==> src/rtl/rfs_pkg.sv <==
// Package for the regulator fault sequencer: constants, flag carrier, states
package rfs_pkg;

  // ==========================================================================
  // Clock and timing
  // ==========================================================================
  localparam int unsigned CLK_MHZ           = 100;
  localparam int unsigned POR_DELAY_US      = 5000;
  localparam int unsigned BOOT_DELAY_US     = 50000;
  localparam int unsigned WATCHDOG_TIMEOUT_US = 60000;
  localparam int unsigned SOFT_START_US     = 2000;
  localparam int unsigned POR_CYCLES_DFLT   = POR_DELAY_US * CLK_MHZ;
  localparam int unsigned BOOT_CYCLES_DFLT  = BOOT_DELAY_US * CLK_MHZ;
  localparam int unsigned WD_CYCLES_DFLT    = WATCHDOG_TIMEOUT_US * CLK_MHZ;
  localparam int unsigned SS_CYCLES_DFLT    = SOFT_START_US * CLK_MHZ;
  localparam int unsigned TIMER_W           = 32;

  // ==========================================================================
  // Register map
  // ==========================================================================
  localparam int unsigned WB_ADR_W          = 4;
  localparam logic [3:0]  CTRL_ADDR         = 4'h0;
  localparam logic [3:0]  STATUS_ADDR       = 4'h4;
  localparam int unsigned CTRL_WD_EN_BIT    = 0;
  localparam logic [7:0]  CTRL_RESET_VAL    = 8'h01;
  localparam int unsigned STAT_STATE_LSB    = 0;
  localparam int unsigned STAT_PHASE_LSB    = 4;
  localparam int unsigned STAT_LATCH_BIT    = 8;
  localparam int unsigned STAT_FLAGS_LSB    = 16;

  // ==========================================================================
  // Comparator flags, all asynchronous to clk_i
  // ==========================================================================
  typedef struct packed {
    logic supply_above_start;   // supply above supply_start_threshold
    logic supply_below_stop;    // supply below supply_stop_threshold
    logic supply_overvoltage;   // set at overvoltage_stop_threshold, clears at restart
    logic over_temperature;
    logic low_rail_above_start; // low_rail_uv_start_level reached
    logic high_rail_above_start;// high_rail_uv_start_level reached
    logic low_rail_below_stop;  // below low_rail_uv_stop_level
    logic low_rail_out_of_reg;
    logic high_rail_out_of_reg;
    logic smps_reg_low;         // feedback below low monitor level
    logic smps_reg_ok;          // feedback above high monitor level
    logic smps_short;
    logic activation;           // enable input level
    logic watchdog_kick_in;
  } rfs_flags_type;

  localparam int unsigned FLAGS_W = $bits(rfs_flags_type);

  // ==========================================================================
  // States
  // ==========================================================================
  typedef enum logic [2:0] {
    ST_OFF        = 3'b000,
    ST_STANDBY    = 3'b001,
    ST_RAILS_UP   = 3'b010,
    ST_SOFT_START = 3'b011,
    ST_RUN        = 3'b100,
    ST_FAULT      = 3'b101,
    ST_SHORT_OFF  = 3'b110
  } rfs_state_type;

  typedef enum logic [1:0] {
    RP_HOLD  = 2'b00,
    RP_POR   = 2'b01,
    RP_BOOT  = 2'b10,
    RP_WATCH = 2'b11
  } rfs_phase_type;

endpackage

==> src/rtl/rfs_sequencer.sv <==
// Regulator fault sequencer: rail/switcher control, reset and watchdog timing
`timescale 1ns/1ps
// Operation
// - Supply above start, no activation high seen yet: hold system reset low.
// - Supply below stop: reset low, switcher and both rails off, latch cleared.
// - Overvoltage: reset low, switcher off, soft-start reset, rails off, latch kept.
// - Overvoltage cleared: rails up and soft-start regardless of activation.
// - Over-temperature: switcher off, soft-start reset, rails off, reset low, latch kept.
// - Over-temperature cleared: resume automatically regardless of activation.
// - Activation low after supply start: standby, everything off, reset low.
// - Activation high: rails on first, switcher soft-start afterwards.
// - After a rail regulates, activation low ignored until soft-start expiry.
// - After expiry, activation low plus regulation loss or watchdog timeout: standby.
// - Echo pin pulled low while latched activation is low, released when high.
// - Activation not latched: echo pin no longer driven once activation falls.
// - Soft-start waits until at least one rail passes its start level.
// - Rail monitor pin low while low-voltage rail is below its stop level.
// - Rail out of regulation: that rail current-limits only, nothing else changes.
// - Switcher unregulated: activation low shuts down; high holds reset low only.
// - Switcher short: high latches switcher off, rails on; low shuts down.
// - Watchdog timeout with activation high: re-enter power-on delay, outputs run.
// - Switcher low: reset low, delays reinitialised; power-on delay on recovery.
module rfs_sequencer
  import rfs_pkg::*;
#(
  parameter int unsigned POR_CYCLES  = POR_CYCLES_DFLT,
  parameter int unsigned BOOT_CYCLES = BOOT_CYCLES_DFLT,
  parameter int unsigned WD_CYCLES   = WD_CYCLES_DFLT,
  parameter int unsigned SS_CYCLES   = SS_CYCLES_DFLT
) (
  input  wire logic                clk_i,
  input  wire logic                rst_i,
  input  wire rfs_flags_type       flags_i,
  // Wishbone classic slave
  input  wire logic                wb_cyc_i,
  input  wire logic                wb_stb_i,
  input  wire logic                wb_we_i,
  input  wire logic [WB_ADR_W-1:0] wb_adr_i,
  input  wire logic [31:0]         wb_dat_i,
  input  wire logic [3:0]          wb_sel_i,
  output logic      [31:0]         wb_dat_o,
  output logic                     wb_ack_o,
  // Regulator controls
  output logic                     smps_enable_o,
  output logic                     soft_start_o,
  output logic                     low_rail_enable_o,
  output logic                     high_rail_enable_o,
  output logic                     low_rail_limit_o,
  output logic                     high_rail_limit_o,
  // Open-drain pins: level is always low, enable pulls the pin
  output logic                     system_reset_out_n_o,
  output logic                     system_reset_out_n_oe_o,
  output logic                     ignition_echo_out_o,
  output logic                     ignition_echo_out_oe_o,
  output logic                     linear_rail_monitor_out_o,
  output logic                     linear_rail_monitor_out_oe_o
);

  // ==========================================================================
  // Input synchronisation
  // ==========================================================================
  rfs_flags_type f;
  logic [FLAGS_W-1:0] f_bits;

  rfs_sync #(
    .WIDTH (FLAGS_W)
  ) u_sync (
    .clk_i   (clk_i),
    .rst_i   (rst_i),
    .async_i (flags_i),
    .sync_o  (f_bits)
  );

  assign f = rfs_flags_type'(f_bits);

  // ==========================================================================
  // Declarations
  // ==========================================================================
  rfs_state_type      state_q;
  rfs_state_type      state_d;
  rfs_phase_type      phase_q;
  logic               latch_q;
  logic               latch_d;
  logic [TIMER_W-1:0] ss_cnt_q;
  logic [TIMER_W-1:0] dly_cnt_q;
  logic               kick_q;
  logic               kick_fall;
  logic               wd_timeout;
  logic               ss_expired;
  logic               shutdown_fault;
  logic [7:0]         ctrl_q;
  logic               wd_en;

  // A kick edge in the timeout cycle still counts, so a late host is not reset
  assign kick_fall      = kick_q & ~f.watchdog_kick_in;
  assign ss_expired     = (ss_cnt_q >= TIMER_W'(SS_CYCLES));
  assign shutdown_fault = f.supply_overvoltage | f.over_temperature;
  assign wd_en          = ctrl_q[CTRL_WD_EN_BIT];
  assign wd_timeout     = wd_en && (phase_q == RP_WATCH)
                          && (dly_cnt_q >= TIMER_W'(WD_CYCLES - 1)) && !kick_fall;

  always_ff @(posedge clk_i) begin
    if (rst_i) begin
      kick_q <= 1'b0;
    end else begin
      kick_q <= f.watchdog_kick_in;
    end
  end

  // ==========================================================================
  // Main state machine
  // ==========================================================================
  // Supply loss outranks every other fault; overvoltage and heat keep the latch
  always_comb begin
    state_d = state_q;
    latch_d = latch_q;
    if (!f.supply_above_start || f.supply_below_stop) begin
      state_d = ST_OFF;
      latch_d = 1'b0;
    end else if (shutdown_fault) begin
      state_d = ST_FAULT;
    end else begin
      unique case (state_q)
        ST_OFF: begin
          state_d = ST_STANDBY;
        end
        ST_STANDBY: begin
          if (f.activation) begin
            state_d = ST_RAILS_UP;
            latch_d = 1'b1;
          end
        end
        ST_FAULT: begin
          state_d = ST_RAILS_UP;
        end
        ST_RAILS_UP: begin
          if (f.low_rail_above_start || f.high_rail_above_start) begin
            state_d = ST_SOFT_START;
          end else if (!f.activation && !latch_q) begin
            state_d = ST_STANDBY;
          end
        end
        ST_SOFT_START: begin
          // Activation is not looked at here at all
          if (ss_expired) begin
            state_d = ST_RUN;
          end
        end
        ST_RUN: begin
          if (f.smps_short) begin
            latch_d = 1'b0;
            state_d = f.activation ? ST_SHORT_OFF : ST_STANDBY;
          end else if (!f.activation && (f.smps_reg_low || wd_timeout)) begin
            state_d = ST_STANDBY;
            latch_d = 1'b0;
          end
        end
        ST_SHORT_OFF: begin
          // Restart needs activation to fall first, then rise through standby
          if (!f.activation) begin
            state_d = ST_STANDBY;
          end
        end
        default: begin
          state_d = ST_OFF;
        end
      endcase
    end
  end

  always_ff @(posedge clk_i) begin
    if (rst_i) begin
      state_q <= ST_OFF;
      latch_q <= 1'b0;
    end else begin
      state_q <= state_d;
      latch_q <= latch_d;
    end
  end

  // ==========================================================================
  // Soft-start timer
  // ==========================================================================
  // Cleared in any state other than soft-start/run so faults restart the ramp
  always_ff @(posedge clk_i) begin
    if (rst_i) begin
      ss_cnt_q <= '0;
    end else if (state_q != ST_SOFT_START && state_q != ST_RUN) begin
      ss_cnt_q <= '0;
    end else if (!ss_expired) begin
      ss_cnt_q <= ss_cnt_q + TIMER_W'(1);
    end
  end

  // ==========================================================================
  // Power-on, boot and watchdog delays
  // ==========================================================================
  always_ff @(posedge clk_i) begin
    if (rst_i) begin
      phase_q   <= RP_HOLD;
      dly_cnt_q <= '0;
    end else if (state_q != ST_RUN || f.smps_reg_low) begin
      phase_q   <= RP_HOLD;
      dly_cnt_q <= '0;
    end else begin
      unique case (phase_q)
        RP_HOLD: begin
          if (f.smps_reg_ok) begin
            phase_q   <= RP_POR;
            dly_cnt_q <= '0;
          end
        end
        RP_POR: begin
          if (dly_cnt_q >= TIMER_W'(POR_CYCLES - 1)) begin
            phase_q   <= RP_BOOT;
            dly_cnt_q <= '0;
          end else begin
            dly_cnt_q <= dly_cnt_q + TIMER_W'(1);
          end
        end
        RP_BOOT: begin
          if (dly_cnt_q >= TIMER_W'(BOOT_CYCLES - 1)) begin
            phase_q   <= RP_WATCH;
            dly_cnt_q <= '0;
          end else begin
            dly_cnt_q <= dly_cnt_q + TIMER_W'(1);
          end
        end
        RP_WATCH: begin
          if (kick_fall || !wd_en) begin
            dly_cnt_q <= '0;
          end else if (wd_timeout) begin
            phase_q   <= RP_POR;
            dly_cnt_q <= '0;
          end else begin
            dly_cnt_q <= dly_cnt_q + TIMER_W'(1);
          end
        end
      endcase
    end
  end

  // ==========================================================================
  // Output registers
  // ==========================================================================
  // Both rails share one enable; only the limit outputs tell them apart
  logic rails_on;
  logic rst_release;

  assign rails_on = (state_q == ST_RAILS_UP) || (state_q == ST_SOFT_START)
                    || (state_q == ST_RUN) || (state_q == ST_SHORT_OFF);
  // Reset only released in boot/watch phases of full operation
  assign rst_release = (state_q == ST_RUN)
                       && ((phase_q == RP_BOOT) || (phase_q == RP_WATCH));

  always_ff @(posedge clk_i) begin
    if (rst_i) begin
      smps_enable_o      <= 1'b0;
      soft_start_o       <= 1'b0;
      low_rail_enable_o  <= 1'b0;
      high_rail_enable_o <= 1'b0;
    end else begin
      smps_enable_o      <= (state_q == ST_SOFT_START) || (state_q == ST_RUN);
      soft_start_o       <= (state_q == ST_SOFT_START);
      low_rail_enable_o  <= rails_on;
      high_rail_enable_o <= rails_on;
    end
  end

  // Rail overload only limits that rail; nothing else above looks at it
  always_ff @(posedge clk_i) begin
    if (rst_i) begin
      low_rail_limit_o  <= 1'b0;
      high_rail_limit_o <= 1'b0;
    end else begin
      low_rail_limit_o  <= rails_on & f.low_rail_out_of_reg;
      high_rail_limit_o <= rails_on & f.high_rail_out_of_reg;
    end
  end

  always_ff @(posedge clk_i) begin
    if (rst_i) begin
      system_reset_out_n_o         <= 1'b0;
      system_reset_out_n_oe_o      <= 1'b1;
      ignition_echo_out_o          <= 1'b0;
      ignition_echo_out_oe_o       <= 1'b0;
      linear_rail_monitor_out_o    <= 1'b0;
      linear_rail_monitor_out_oe_o <= 1'b0;
    end else begin
      system_reset_out_n_o         <= 1'b0;
      system_reset_out_n_oe_o      <= ~rst_release;
      ignition_echo_out_o          <= 1'b0;
      ignition_echo_out_oe_o       <= latch_q & ~f.activation;
      linear_rail_monitor_out_o    <= 1'b0;
      linear_rail_monitor_out_oe_o <= f.low_rail_below_stop;
    end
  end

  // ==========================================================================
  // Wishbone slave
  // ==========================================================================
  // One wait state: ack in the cycle after the strobe, dropped the next cycle
  logic        wb_req;
  logic [31:0] status_word;

  // Unmapped offsets are acknowledged and read as zero so a master never hangs
  assign wb_req = wb_cyc_i & wb_stb_i & ~wb_ack_o;

  always_comb begin
    status_word = '0;
    status_word[STAT_STATE_LSB +: 3]        = state_q;
    status_word[STAT_PHASE_LSB +: 2]        = phase_q;
    status_word[STAT_LATCH_BIT]             = latch_q;
    status_word[STAT_FLAGS_LSB +: FLAGS_W]  = f_bits;
  end

  always_ff @(posedge clk_i) begin
    if (rst_i) begin
      ctrl_q <= CTRL_RESET_VAL;
    // The write lands on the edge where the master sees ack, request still held
    end else if (wb_cyc_i && wb_stb_i && wb_ack_o && wb_we_i && wb_sel_i[0]
                 && wb_adr_i == CTRL_ADDR) begin
      ctrl_q <= wb_dat_i[7:0];
    end
  end

  always_ff @(posedge clk_i) begin
    if (rst_i) begin
      wb_ack_o <= 1'b0;
      wb_dat_o <= '0;
    end else begin
      wb_ack_o <= wb_req;
      if (wb_req && !wb_we_i) begin
        unique case (wb_adr_i)
          CTRL_ADDR:   wb_dat_o <= {24'h000000, ctrl_q};
          STATUS_ADDR: wb_dat_o <= status_word;
          default:     wb_dat_o <= '0;
        endcase
      end else begin
        wb_dat_o <= '0;
      end
    end
  end

endmodule // rfs_sequencer

==> src/rtl/rfs_sync.sv <==
// Three-stage synchroniser; output moves once stages two and three agree
`timescale 1ns/1ps
module rfs_sync
  import rfs_pkg::*;
#(
  parameter int unsigned WIDTH = 1
) (
  input  wire logic             clk_i,
  input  wire logic             rst_i,
  input  wire logic [WIDTH-1:0] async_i,
  output logic      [WIDTH-1:0] sync_o
);

  logic [WIDTH-1:0] s1_q;
  logic [WIDTH-1:0] s2_q;
  logic [WIDTH-1:0] s3_q;

  // First stage feeds only the second stage
  always_ff @(posedge clk_i) begin
    if (rst_i) begin
      s1_q <= '0;
      s2_q <= '0;
      s3_q <= '0;
    end else begin
      s1_q <= async_i;
      s2_q <= s1_q;
      s3_q <= s2_q;
    end
  end

  genvar g;
  generate
    for (g = 0; g < WIDTH; g++) begin : g_bit
      always_ff @(posedge clk_i) begin
        if (rst_i) begin
          sync_o[g] <= 1'b0;
        end else if (s2_q[g] == s3_q[g]) begin
          sync_o[g] <= s3_q[g];
        end
      end
    end
  endgenerate

endmodule // rfs_sync
==> config.mk <==
export PLATFORM = sky130hd
export DESIGN_NAME = rfs_sequencer
export DESIGN_NICKNAME = d
export VERILOG_FILES = /design/src/rtl/rfs_pkg.sv /design/src/rtl/rfs_sequencer.sv /design/src/rtl/rfs_sync.sv
export SDC_FILE = /design/constraint.sdc
export NUM_CORES = 1
export LEC_CHECK = 0
export ABC_AREA = 0
export BUFFER_PORTS_ARGS = -buffer_cell sky130_fd_sc_hd__buf_2
export CAP_MARGIN = 20
export CORE_UTILIZATION = 40
export DETAILED_ROUTE_END_ITERATION = 10
export SETUP_SLACK_MARGIN = 0.5
export SLEW_MARGIN = 20
export SYNTH_ARGS = -nofsm -noshare
export SYNTH_HDL_FRONTEND = slang
export SYNTH_HIERARCHICAL = 1
export SYNTH_SLANG_ARGS = --single-unit
==> constraint.sdc <==
create_clock -name clk_i -period 7 [get_ports clk_i]
set_input_delay 1.05 -clock clk_i [delete_from_list [all_inputs] [get_ports clk_i]]
set_output_delay 1.05 -clock clk_i [all_outputs]
set_load 0.01 [all_outputs]
==> results of run 1 <==
-- how the worst min path moves through the flow --
stage / startpoint / endpoint / slack (ps) / cells after the start
floorplan: u_sync/s1_q[0] / u_sync/s2_q[0] / 410 / 1
global placement: u_sync/s1_q[6] / u_sync/s2_q[6] / 420 / 1
detailed placement: u_sync/s1_q[12] / u_sync/s2_q[12] / 420 / 1
CTS: u_sync/s1_q[12] / u_sync/s2_q[12] / 440 / 1
global route: u_sync/s1_q[7] / u_sync/s2_q[7] / 460 / 1
finish: u_sync/s1_q[8] / u_sync/s2_q[8] / 440 / 1
-- per-stage QoR --
stage / hold slack [ps] / total power [mW] / cell area, sq um / cells
floorplan: 414 / 1.01 / 6430 / 676
global placement: 419 / 1.02 / 6820 / 918
detailed placement: 420 / 1.02 / 6820 / 918
CTS: 436 / 1.90 / 7380 / 950
global route: 460 / 1.95 / 7380 / 950
finish: 436 / 1.88 / 7380 / 950
-- final cells by class --
class / instances / area, sq um / share of cell area, %
sequential: 167 / 3340 / 45.3
multi-input combinational: 452 / 2780 / 37.6
clock buffer: 20 / 457 / 6.19
timing repair buffer: 69 / 358 / 4.85
tap: 211 / 264 / 3.58
clock inverter: 12 / 111 / 1.51
inverter: 19 / 71.3 / 0.966
-- per-layer routing --
layer,global-route usage [%],part of all wire (%),vias up
met5,0,0,-
met4,5.88,0.96,0
met3,4.37,3.5,12
met2,27.9,49,73
met1,19.8,46,2219
li1,-,-,2394
-- where the power goes --
part / total (mW) / switching [mW] / internal, mW / leakage, nW
Sequential: 0.964 / 0.00392 / 0.960 / 1.35
Combinational: 0.0314 / 0.0178 / 0.0136 / 1.21
Clock: 0.881 / 0.396 / 0.485 / 0.274
-- state kept, by name (all words and copies together) (netlist names), 2 cells and up --
| name | count |
|---|---|
| u_sync/s1_q | 14 |
| ss_cnt_q | 32 |
| state_q | 3 |
| u_sync/sync_o | 14 |
| phase_q | 2 |
| ctrl_q | 8 |
| dly_cnt_q | 32 |
| wb_dat_o | 23 |
| u_sync/s3_q | 14 |
| u_sync/s2_q | 14 |
-- cells in the final DEF, fill, tap and decap left out, types with 3 or more instances in the layout --
cell / netlist / routed
clkbuf_16: 0 / 17
inv_1: 18 / 18
nor2b_1: 48 / 48
nand3_1: 20 / 20
nor2_1: 66 / 66
ha_1: 8 / 8
nor4_1: 10 / 9
clkinv_4: 0 / 3
a21oi_1: 31 / 31
o21a_1: 3 / 3
dfxtp_1: 167 / 167
mux2i_1: 16 / 16
o21ai_0: 22 / 22
a31oi_1: 9 / 9
and4_1: 3 / 3
conb_1: 1 / 12
nand2b_1: 5 / 5
o22ai_1: 4 / 4
buf_4: 14 / 5
xor2_1: 10 / 10
nand2_1: 40 / 40
xnor2_1: 11 / 11
nor3b_1: 3 / 3
a22oi_1: 5 / 5
nor3_1: 10 / 10
or3_1: 5 / 5
nand4_1: 14 / 14
buf_2: 4 / 64
and2_1: 27 / 27
or4_1: 3 / 3
and3_1: 24 / 24
inv_6: 0 / 3
-- worst register-to-register path: stages, from the launching register on --
cell and delay (ps):
dfxtp_1 400, ha_1 220, and4_1 290, o41ai_1 110, a2111oi_1 650, a2bb2oi_2 300, o2bb2ai_4 220, o21ai_2 390
nor2_1 100
-- cell families after synthesis --
kind of cell,after synthesis,synth area share [%]
and+or+nand+nor,292,24.7
DFF,167,52.4
AOI/OAI and AO/OA,103,11.0
buffers and inverters,57,4.96
xor gates and xnor gates,21,2.88
muxes,16,2.51
adders and majority gates,8,1.57
other,1,0.0587
==> reports/summary.txt, run 1 <==
Startpoint types: register
Slowest stage delay, CP: 650 ps
CP Depth: 8
Status: completed
CTS Buffer Depth: 2
RSZ-0062 raised after global routing: false
HPWL after DPL: 8.64 mm
Post-Syn Instances: 665
Total GRT Usage: 16.3%
Synth warn: 6
Starting DRT DRC Count: 354
Synth top area cells: dfxtp_1 (52%), nor2b_1 (4.7%), nor2_1 (3.9%)
CP delay by family, top: compound AO/OA/AOI/OAI gates
Hold-fix buffers, CTS: 0
Peak Freq: 0.356 GHz
Register bit total from synthesis: 167
# port buffers: 64
Number of global-route vias before repair: 4549
Post-route setup slack: 4190 ps
Bufs and invs on worst path: 0
CTS HTree Levels: 4
Ys async rst share: 0%
Clk_lat worst skew: 420 ps
Path depth of the worst reg2reg path: 8
Final Max Tran Viols: 0
Worst slew pin tran: 894 ps
Mapped cell area: 6380 sq um
Setup CP Type: register to register
Crit end category: register
Initial antenna violation count: 0
# Post-CTS Setup Buffers: 0
Total CTS buffers: 17
Slowest-stage cell, CP: a2111oi_1
Grt ovf: 0
Setup slack at placement: 4070 ps
Area growth syn-to-layout: 15.6%
Top post-synthesis cells by count: dfxtp_1 (167), nor2_1 (66), nor2b_1 (48)
PwrDens: 254 nW/um^2
EDFF count, synth: 0
Share of post-route cells with drive strength above 1: 15.4%
Reg-to-reg setup timing slack: 4190 ps
Minimum clock period: 2810 ps
Worst hold-check path type: register to register
Max Cap Viol: 0
First-pass GRT wire length: 21.2 mm
Largest net degree at the start of global routing: 74
Register area share after synthesis: 52.4%
Crit path arrival time: 3100 ps
Leakage: 2.83 nW
Nets: 793
Worst-path clk slew: 70 ps
Row Count: 45
Top cell type's share of synthesized area: 52.4%
Relative slew slack: 39.9%
Clk_skew: 7.30 ps
Most frequent cell after synthesis: dfxtp_1
Inserted Diodes: 0
Sum Neg Setup Slack: 0 ps
WL/cell: 13.3 um
Final setup vio count: 0
Die W: 128 um
Root buffer cell: clkbuf_16
Period utilization: 40.1%
Filler cells: 1449
RR Startpoint: dly_cnt_q[0]
DRT antenna net count: 0
Io pins: 104
Unique masters post-synth: 64
Setup crit start: dly_cnt_q[0]
Core area: 15400 sq um
Worst IR Drop VDD: 0.185 mV
Largest area contributor in the netlist: dfxtp_1
Post-DR vias/cell: 4.95
Post-Route WL: 12.7 mm
Detailed Routing Iterations Pass 1: 4
Worst-path fanout max: 18
Ys flop type: dfxtp_1
Die Y: 128 um
Initial core utilization: 41.5%
Final Util: 48.0%
CTS tree: yes
# DRC: 0
Gpl congestion: 0.846
Critical Path End: dly_cnt_q[19]
RR Endpoint: dly_cnt_q[19]
Via Count: 4698
Fin. Hold Viols: 0
Post-CTS Resized: 0
Crit path required time: 7290 ps
CP Cell Sequence: ha_1 > and4_1 > o41ai_1 > a2111oi_1 > a2bb2oi_2 > o2bb2ai_4 > o21ai_2 > nor2_1
Clk sink count: 167
Avg Cell Area, Syn: 9.60 sq um
DIE AREA: 16500 sq um
Note: power is estimated with default switching activity, not from simulation.
==> run 2: changes to the inputs <==
- ABC_AREA: 0 -> 1
- clock period: 7 -> 2.3 ns (I/O delays scaled with it)
==> run 2 against run 1 <==
Net effect:
- combinational power rose to 3.6 times the previous value
- largest power group unchanged
- routed wire length rose by 8.8%
- register-to-register slack got worse by 3700 ps
- cell count rose by 27%
- via count rose by 17%
- flip-flop and latch count did not move
- cell area rose by 11%
- total power rose to 3.1 times the previous value
==> reports/summary.txt, run 2 <==
Row Count: 47 (+4.4%)
Top post-synthesis cells by count: dfxtp_1 (167), inv_1 (136), nor2_1 (135)
Root buffer cell: clkbuf_16
Biggest regs: dly_cnt_q: 32 flops, ss_cnt_q: 32 flops, wb_dat_o: 23 flops
Largest net degree at the start of global routing: 48 (-35%)
# DRC: 0 (unchanged)
Final setup vio count: 0 (unchanged)
DR top layer: met4
Leakage: 3.29 nW (+16%)
M1 WL: 6.47 mm (+10%)
Status: completed
Register bit total from synthesis: 167 (unchanged)
First-pass GRT wire length: 22.8 mm (+7.7%)
Worst IR Drop VDD: 0.560 mV (+200%)
Total GRT Usage: 16.1% (-0.19 points)
Startpoint types: register
Worst-path clk slew: 70 ps (about the same)
RSZ-0062 raised after global routing: true
Clk_skew: 7.13 ps (-0.173 ps)
Max Cap Viol: 0 (unchanged)
Peak Freq: 0.544 GHz (+53%)
Post-Route WL: 13.8 mm (+8.8%)
Post-DR vias/cell: 4.57 (-7.7%)
Period utilization: 79.9% (+40 points)
Initial antenna violation count: 0 (unchanged)
Starting DRT DRC Count: 277 (-22%)
Synth warn: 6 (unchanged)
Die Y: 133 um (+3.6%)
Nets: 1040 (+31%)
HPWL after DPL: 9.42 mm (+9.1%)
WHS: 110 ps (-326 ps)
Largest area contributor in the netlist: dfxtp_1
Sum Neg Setup Slack: 0 ps (unchanged)
Worst-path fanout max: 5 (-13)
Ys async rst share: 0% (unchanged)
Mapped cell area: 6860 sq um (+7.5%)
Clk_lat worst skew: 430 ps (about the same)
Hold-fix buffers, CTS: 0 (unchanged)
WL met2: 6.68 mm (+7.4%)
DR WL met3: 377 um (-16%)
Io pins: 104 (unchanged)
Crit end category: register
Setup CP Type: register to register
Filler cells: 1649 (+14%)
CTS HTree Levels: 4 (unchanged)
DRT antenna net count: 0 (unchanged)
Grt ovf: 0 (unchanged)
Die W: 133 um (+3.6%)
Ys flop type: dfxtp_1
Core area: 16600 sq um (+8.3%)
Most frequent cell after synthesis: dfxtp_1
Minimum clock period: 1840 ps (-968 ps)
CTS Buffer Depth: 2 (unchanged)
Most common cell after layout, fill and taps aside: dfxtp_1
Total CTS buffers: 17 (unchanged)
Worst hold-check path type: input port to register
Final Max Tran Viols: 0 (unchanged)
EDFF count, synth: 0 (unchanged)
Worst slew pin tran: 775 ps (-119 ps)
WL/cell: 11.4 um (-14%)
Gpl congestion: 0.846 (about the same)
Register area share after synthesis: 48.7% (-3.7 points)
DIE AREA: 17700 sq um (+7.4%)
Relative slew slack: 48.2% (+8.3 points)
Initial core utilization: 41.2% (-0.29 points)
CTS tree: yes
# port buffers: 64 (unchanged)
Via Count: 5507 (+17%)
Clk sink count: 167 (unchanged)
Top cell type's share of synthesized area: 48.7% (-3.7 points)
Synth top area cells: dfxtp_1 (49%), inv_1 (7.4%), nor2_1 (7.4%)
Number of global-route vias before repair: 4898 (+7.7%)
Fin. Hold Viols: 0 (unchanged)
Post-Syn Instances: 893 (+34%)
Avg Cell Area, Syn: 7.69 sq um (-20%)
Crit path arrival time: 2200 ps (-900 ps)
PwrDens: 705 nW/um^2 (+180%)
Area growth syn-to-layout: 19.9%
Crit path required time: 2660 ps (-4630 ps)
Detailed Routing Iterations Pass 1: 6 (+2)
Inserted Diodes: 0 (unchanged)
Commonest non-fill, non-tap cells in the layout: dfxtp_1 (162), inv_1 (134), nor2_1 (128)
Share of post-route cells with drive strength above 1: 21.2% (+5.8 points)
Unique masters post-synth: 39 (-39%)
run 2: changes by cell type after synthesis, moves of 27 or more:
cell,delta
inv_1,+118
nand2_1,+92
nor2_1,+69
nor2b_1,-48
a21oi_1,+36
and2_1,-27
nor3_1,+27
run 2: worst paths after layout:
| path | start | slack (ps) | end | cells after the start |
|---|---|---|---|---|
| worst max-delay path | dly_cnt_q[0] | 460 | dly_cnt_q[22] | 12 |
| worst min-delay path | flags_i[12] | 110 | u_sync/s1_q[12] | 3 |
| worst max register to register | dly_cnt_q[0] | 460 | dly_cnt_q[22] | 12 |
| worst min register to register | u_sync/s1_q[1] | 400 | u_sync/s2_q[1] | 2 |
run 2: cell type report:
type	instances	area (sq um)	area share [%]
Timing Repair Buffer	89	524	6.37
Multi-Input combinational cell	559	2960	35.9
Sequential cell	167	3350	40.7
Inverter	139	532	6.46
Clock buffer	17	425	5.17
Tap cell	220	275	3.34
Clock inverter	15	163	1.98
run 2: layer usage:
metal	vias up	track usage [%]
met5	-	0
met4	0	6.45
met3	23	3.95
met2	68	27.4
met1	2447	19.6
li1	2969	-
run 2: repair_timing:
action / in CTS / in global routing
cloned: 0 / 0
gates resized for setup: 21 / 35
endpoints found under the setup margin: 40 / 47
buffers inserted: 6 / 8
pin swaps: 7 / 15
run 2: cell families after synthesis:
| group | after synthesis | share of synthesized area, % |
|---|---|---|
| DFF | 167 | 48.7 |
| and+or+nand+nor | 415 | 28.1 |
| other | 1 | 0.0546 |
| adders and majority gates | 8 | 1.46 |
| AOI/OAI and AO/OA | 116 | 9.28 |
| xor gates and xnor gates | 8 | 1.02 |
| buffers and inverters | 178 | 11.4 |
run 2: stage by stage:
step,setup WS [ps],util (%),total power [mW],instance area [sq um],std cells
after floorplan,582,-,3.10,6910,904
after global placement,385,44.1,3.11,7330,1160
after detailed placement,368,44.1,3.12,7330,1160
after CTS,479,48.3,5.88,8040,1198
after global routing,329,49.4,6.02,8230,1206
final,462,49.4,5.80,8230,1206
run 2: report_power, final:
part	total [mW]	internal [mW]	switching, mW
Sequential	2.93	2.92	0.0147
Clock	2.75	1.45	1.30
Combinational	0.113	0.0429	0.0703
Total	5.80	4.41	1.39
run 2: critical path, cell delays in order (launching register included):
cell,delay [ps]
dfxtp_4,370
ha_4,150
nand2_4,60
nor2_4,130
nand2_4,80
buf_4,140
nor2_4,120
nand2_4,80
nor2_4,120
nand4_1,100
xor2_1,150
nand3b_1,160
a21oi_1,120
==> run 3: changes to the inputs <==
- ABC_AREA: 1 -> 0
- clock period: 2.3 -> 1.7 ns (I/O delays scaled with it)
==> run 3 against run 2 <==
Net effect:
- the run now ends with setup timing left
- non-clock buffer count grew 97
- maximum frequency fell by 18%
- flip-flop and latch count stayed put
- critical path type unchanged
- cell area up 8.2%
- clock power rose by 39%
- clock-buffer cell count is 1 higher
- combinational power grew 30%
==> reports/summary.txt, run 3 (synthesis gave the netlist of run 1 again) <==
Die W: 128 um (-3.5%)
CTS HTree Levels: 4 (unchanged)
Crit path arrival time: 2570 ps (+370 ps)
Inserted Diodes: 0 (unchanged)
Cells after DPL: 1015 (-13%)
# port buffers: 64 (unchanged)
WL/cell: 14.3 um (+25%)
Setup slack at placement: -589 ps (-957 ps)
Post-Route WL: 15.2 mm (+10%)
Startpoint types: register
Via Count: 5263 (-4.4%)
Row Count: 45 (-4.3%)
Setup CP Type: register to register
Grt ovf: 0 (unchanged)
Number of global-route vias before repair: 5125 (+4.6%)
Finished Layout Cells: 1064 (-12%)
CTS Buffer Depth: 2 (unchanged)
Clk_skew: 10.3 ps (+3.15 ps)
Sum Neg Setup Slack: -15250 ps (-15250 ps)
Largest net degree at the start of global routing: 39 (-19%)
Total CTS buffers: 17 (unchanged)
Minimum clock period: 2230 ps (+391 ps)
Leakage: 3.63 nW (+10%)
Gpl congestion: 0.843 (-0.31%)
DRT antenna net count: 0 (unchanged)
Crit path required time: 2040 ps (-620 ps)
# DRC: 0 (unchanged)
Most common cell after layout, fill and taps aside: dfxtp_1
Fin. Hold Viols: 0 (unchanged)
Slowest stage delay, CP: 460 ps (+90 ps)
CTS tree: yes
Initial core utilization: 41.5% (+0.29 points)
Core area: 15400 sq um (-7.6%)
Period utilization: 131% (+51 points)
Worst IR Drop VDD: 0.721 mV (+29%)
Detailed Routing Iterations Pass 1: 4 (-2)
CP Cell Sequence: ha_4 > and4_4 > o41ai_4 > a2111oi_4 > a2bb2oi_2 > o2bb2ai_4 > or4b_1 > mux2i_1
Starting DRT DRC Count: 223 (-19%)
Worst-path clk slew: 70 ps (about the same)
Worst-path fanout max: 6 (+1)
Final setup vio count: 49 (+49)
Switching Fraction: 21.5% (-2.4 points)
Final Max Tran Viols: 0 (unchanged)
WHS: 30.3 ps (-79.6 ps)
Final Cell Area: 8900 sq um (+8.2%)
Clk_lat worst skew: 430 ps (about the same)
Int Pwr: 6.23 mW (+41%)
Final Util: 57.9% (+8.5 points)
Share of post-route cells with drive strength above 1: 36.3% (+15 points)
RSZ-0062 raised after global routing: true
Max Cap Viol: 0 (unchanged)
Dpl cell area: 7730 sq um (+5.4%)
Nets: 910 (-13%)
Sequential power share: 50.0% (-0.6 points)
Slowest-stage cell, CP: or4b_1
Failing checks: setup timing
Biggest regs: dly_cnt_q: 32 flops, ss_cnt_q: 32 flops, wb_dat_o: 23 flops
Root buffer cell: clkbuf_16
Commonest non-fill, non-tap cells in the layout: dfxtp_1 (152), buf_4 (100), buf_2 (63)
Pwr Total: 7.93 mW (+37%)
Initial antenna violation count: 0 (unchanged)
Psw: 1.71 mW (+23%)
Clk sink count: 167 (unchanged)
Status: finished, violations left
PwrDens: 891 nW/um^2 (+26%)
Peak Freq: 0.449 GHz (-18%)
Total GRT Usage: 19.1% (+2.9 points)
Crit end category: register
Post-route setup slack: -529 ps (-991 ps)
HPWL after DPL: 10.3 mm (+9.7%)
Post-DR vias/cell: 4.95 (+8.3%)
Area growth syn-to-layout: 39.4%
Logic pwr share: 1.9% (about the same)
First-pass GRT wire length: 24.5 mm (+7.2%)
DIE AREA: 16500 sq um (-6.9%)
Io pins: 104 (unchanged)
Clock network fraction of total power: 48.1% (+0.6 points)
Die Y: 128 um (-3.5%)
Worst hold-check path type: input port to register
run 3: changes by cell type in the layout (fill, tap and decap cells not counted), moves of 16 or more:
cell / previous run / this run
inv_1: 134 / 16
nor2_1: 128 / 57
buf_6: 1 / 18
a21oi_1: 67 / 24
nand2_1: 123 / 37
mux2i_1: 0 / 16
nor2b_1: 0 / 48
and3_1: 3 / 24
nor3_1: 37 / 9
buf_4: 23 / 100
run 3: routing by layer:
| layer | GRT usage [%] | up-vias | share of wire [%] |
|---|---|---|---|
| li1 | - | 2637 | - |
| met1 | 24.8 | 2490 | 46 |
| met2 | 31.2 | 119 | 49 |
| met3 | 3.95 | 17 | 3.9 |
| met4 | 7.34 | 0 | 1.5 |
| met5 | 0 | - | 0 |
run 3: power groups by stage:
stage	Clock, mW	Sequential [mW]	Combinational (mW)
5_1_grt	4.04	3.97	0.164
3_3_place_gp	0	4.06	0.139
2_1_floorplan	0	4.05	0.107
6_report	3.82	3.97	0.147
4_1_cts	3.88	3.97	0.143
3_5_place_dp	0	4.06	0.142
run 3: layout make-up:
type                            count  area (sq um)
Fill cell                        1293          6470
Sequential cell                   167          3370
Tap cell                          211           264
Clock buffer                       18           439
Multi-Input combinational cell    452          3240
Clock inverter                     11           140
Timing Repair Buffer              186          1380
Inverter                           19          73.8
run 3: worst paths after layout:
check	from	endpoint	slack, ps	cells after the start
max	dly_cnt_q[1]	dly_cnt_q[17]	-530	8
min	flags_i[1]	u_sync/s1_q[1]	30	2
max reg2reg	dly_cnt_q[1]	dly_cnt_q[17]	-530	8
min reg2reg	u_sync/s1_q[7]	u_sync/s2_q[7]	440	1
run 3: timing repair:
item | in CTS | in global routing
gates resized for setup | 65 | 30
hold buffers | 0 | 0
setup buffers | 13 | 4
pin swaps | 32 | 24
gates cloned | 3 | 0
endpoints found under the setup margin | 81 | 76
run 3: critical path, delay by kind of cell, from the launching register on:
kind / cells / cell delay (ps)
multiplexers: 1 / 160
AO/OA/AOI/OAI: 4 / 870
adder cells (fa/ha/maj): 1 / 160
flip-flops: 1 / 340
AND/OR/NAND/NOR: 2 / 620
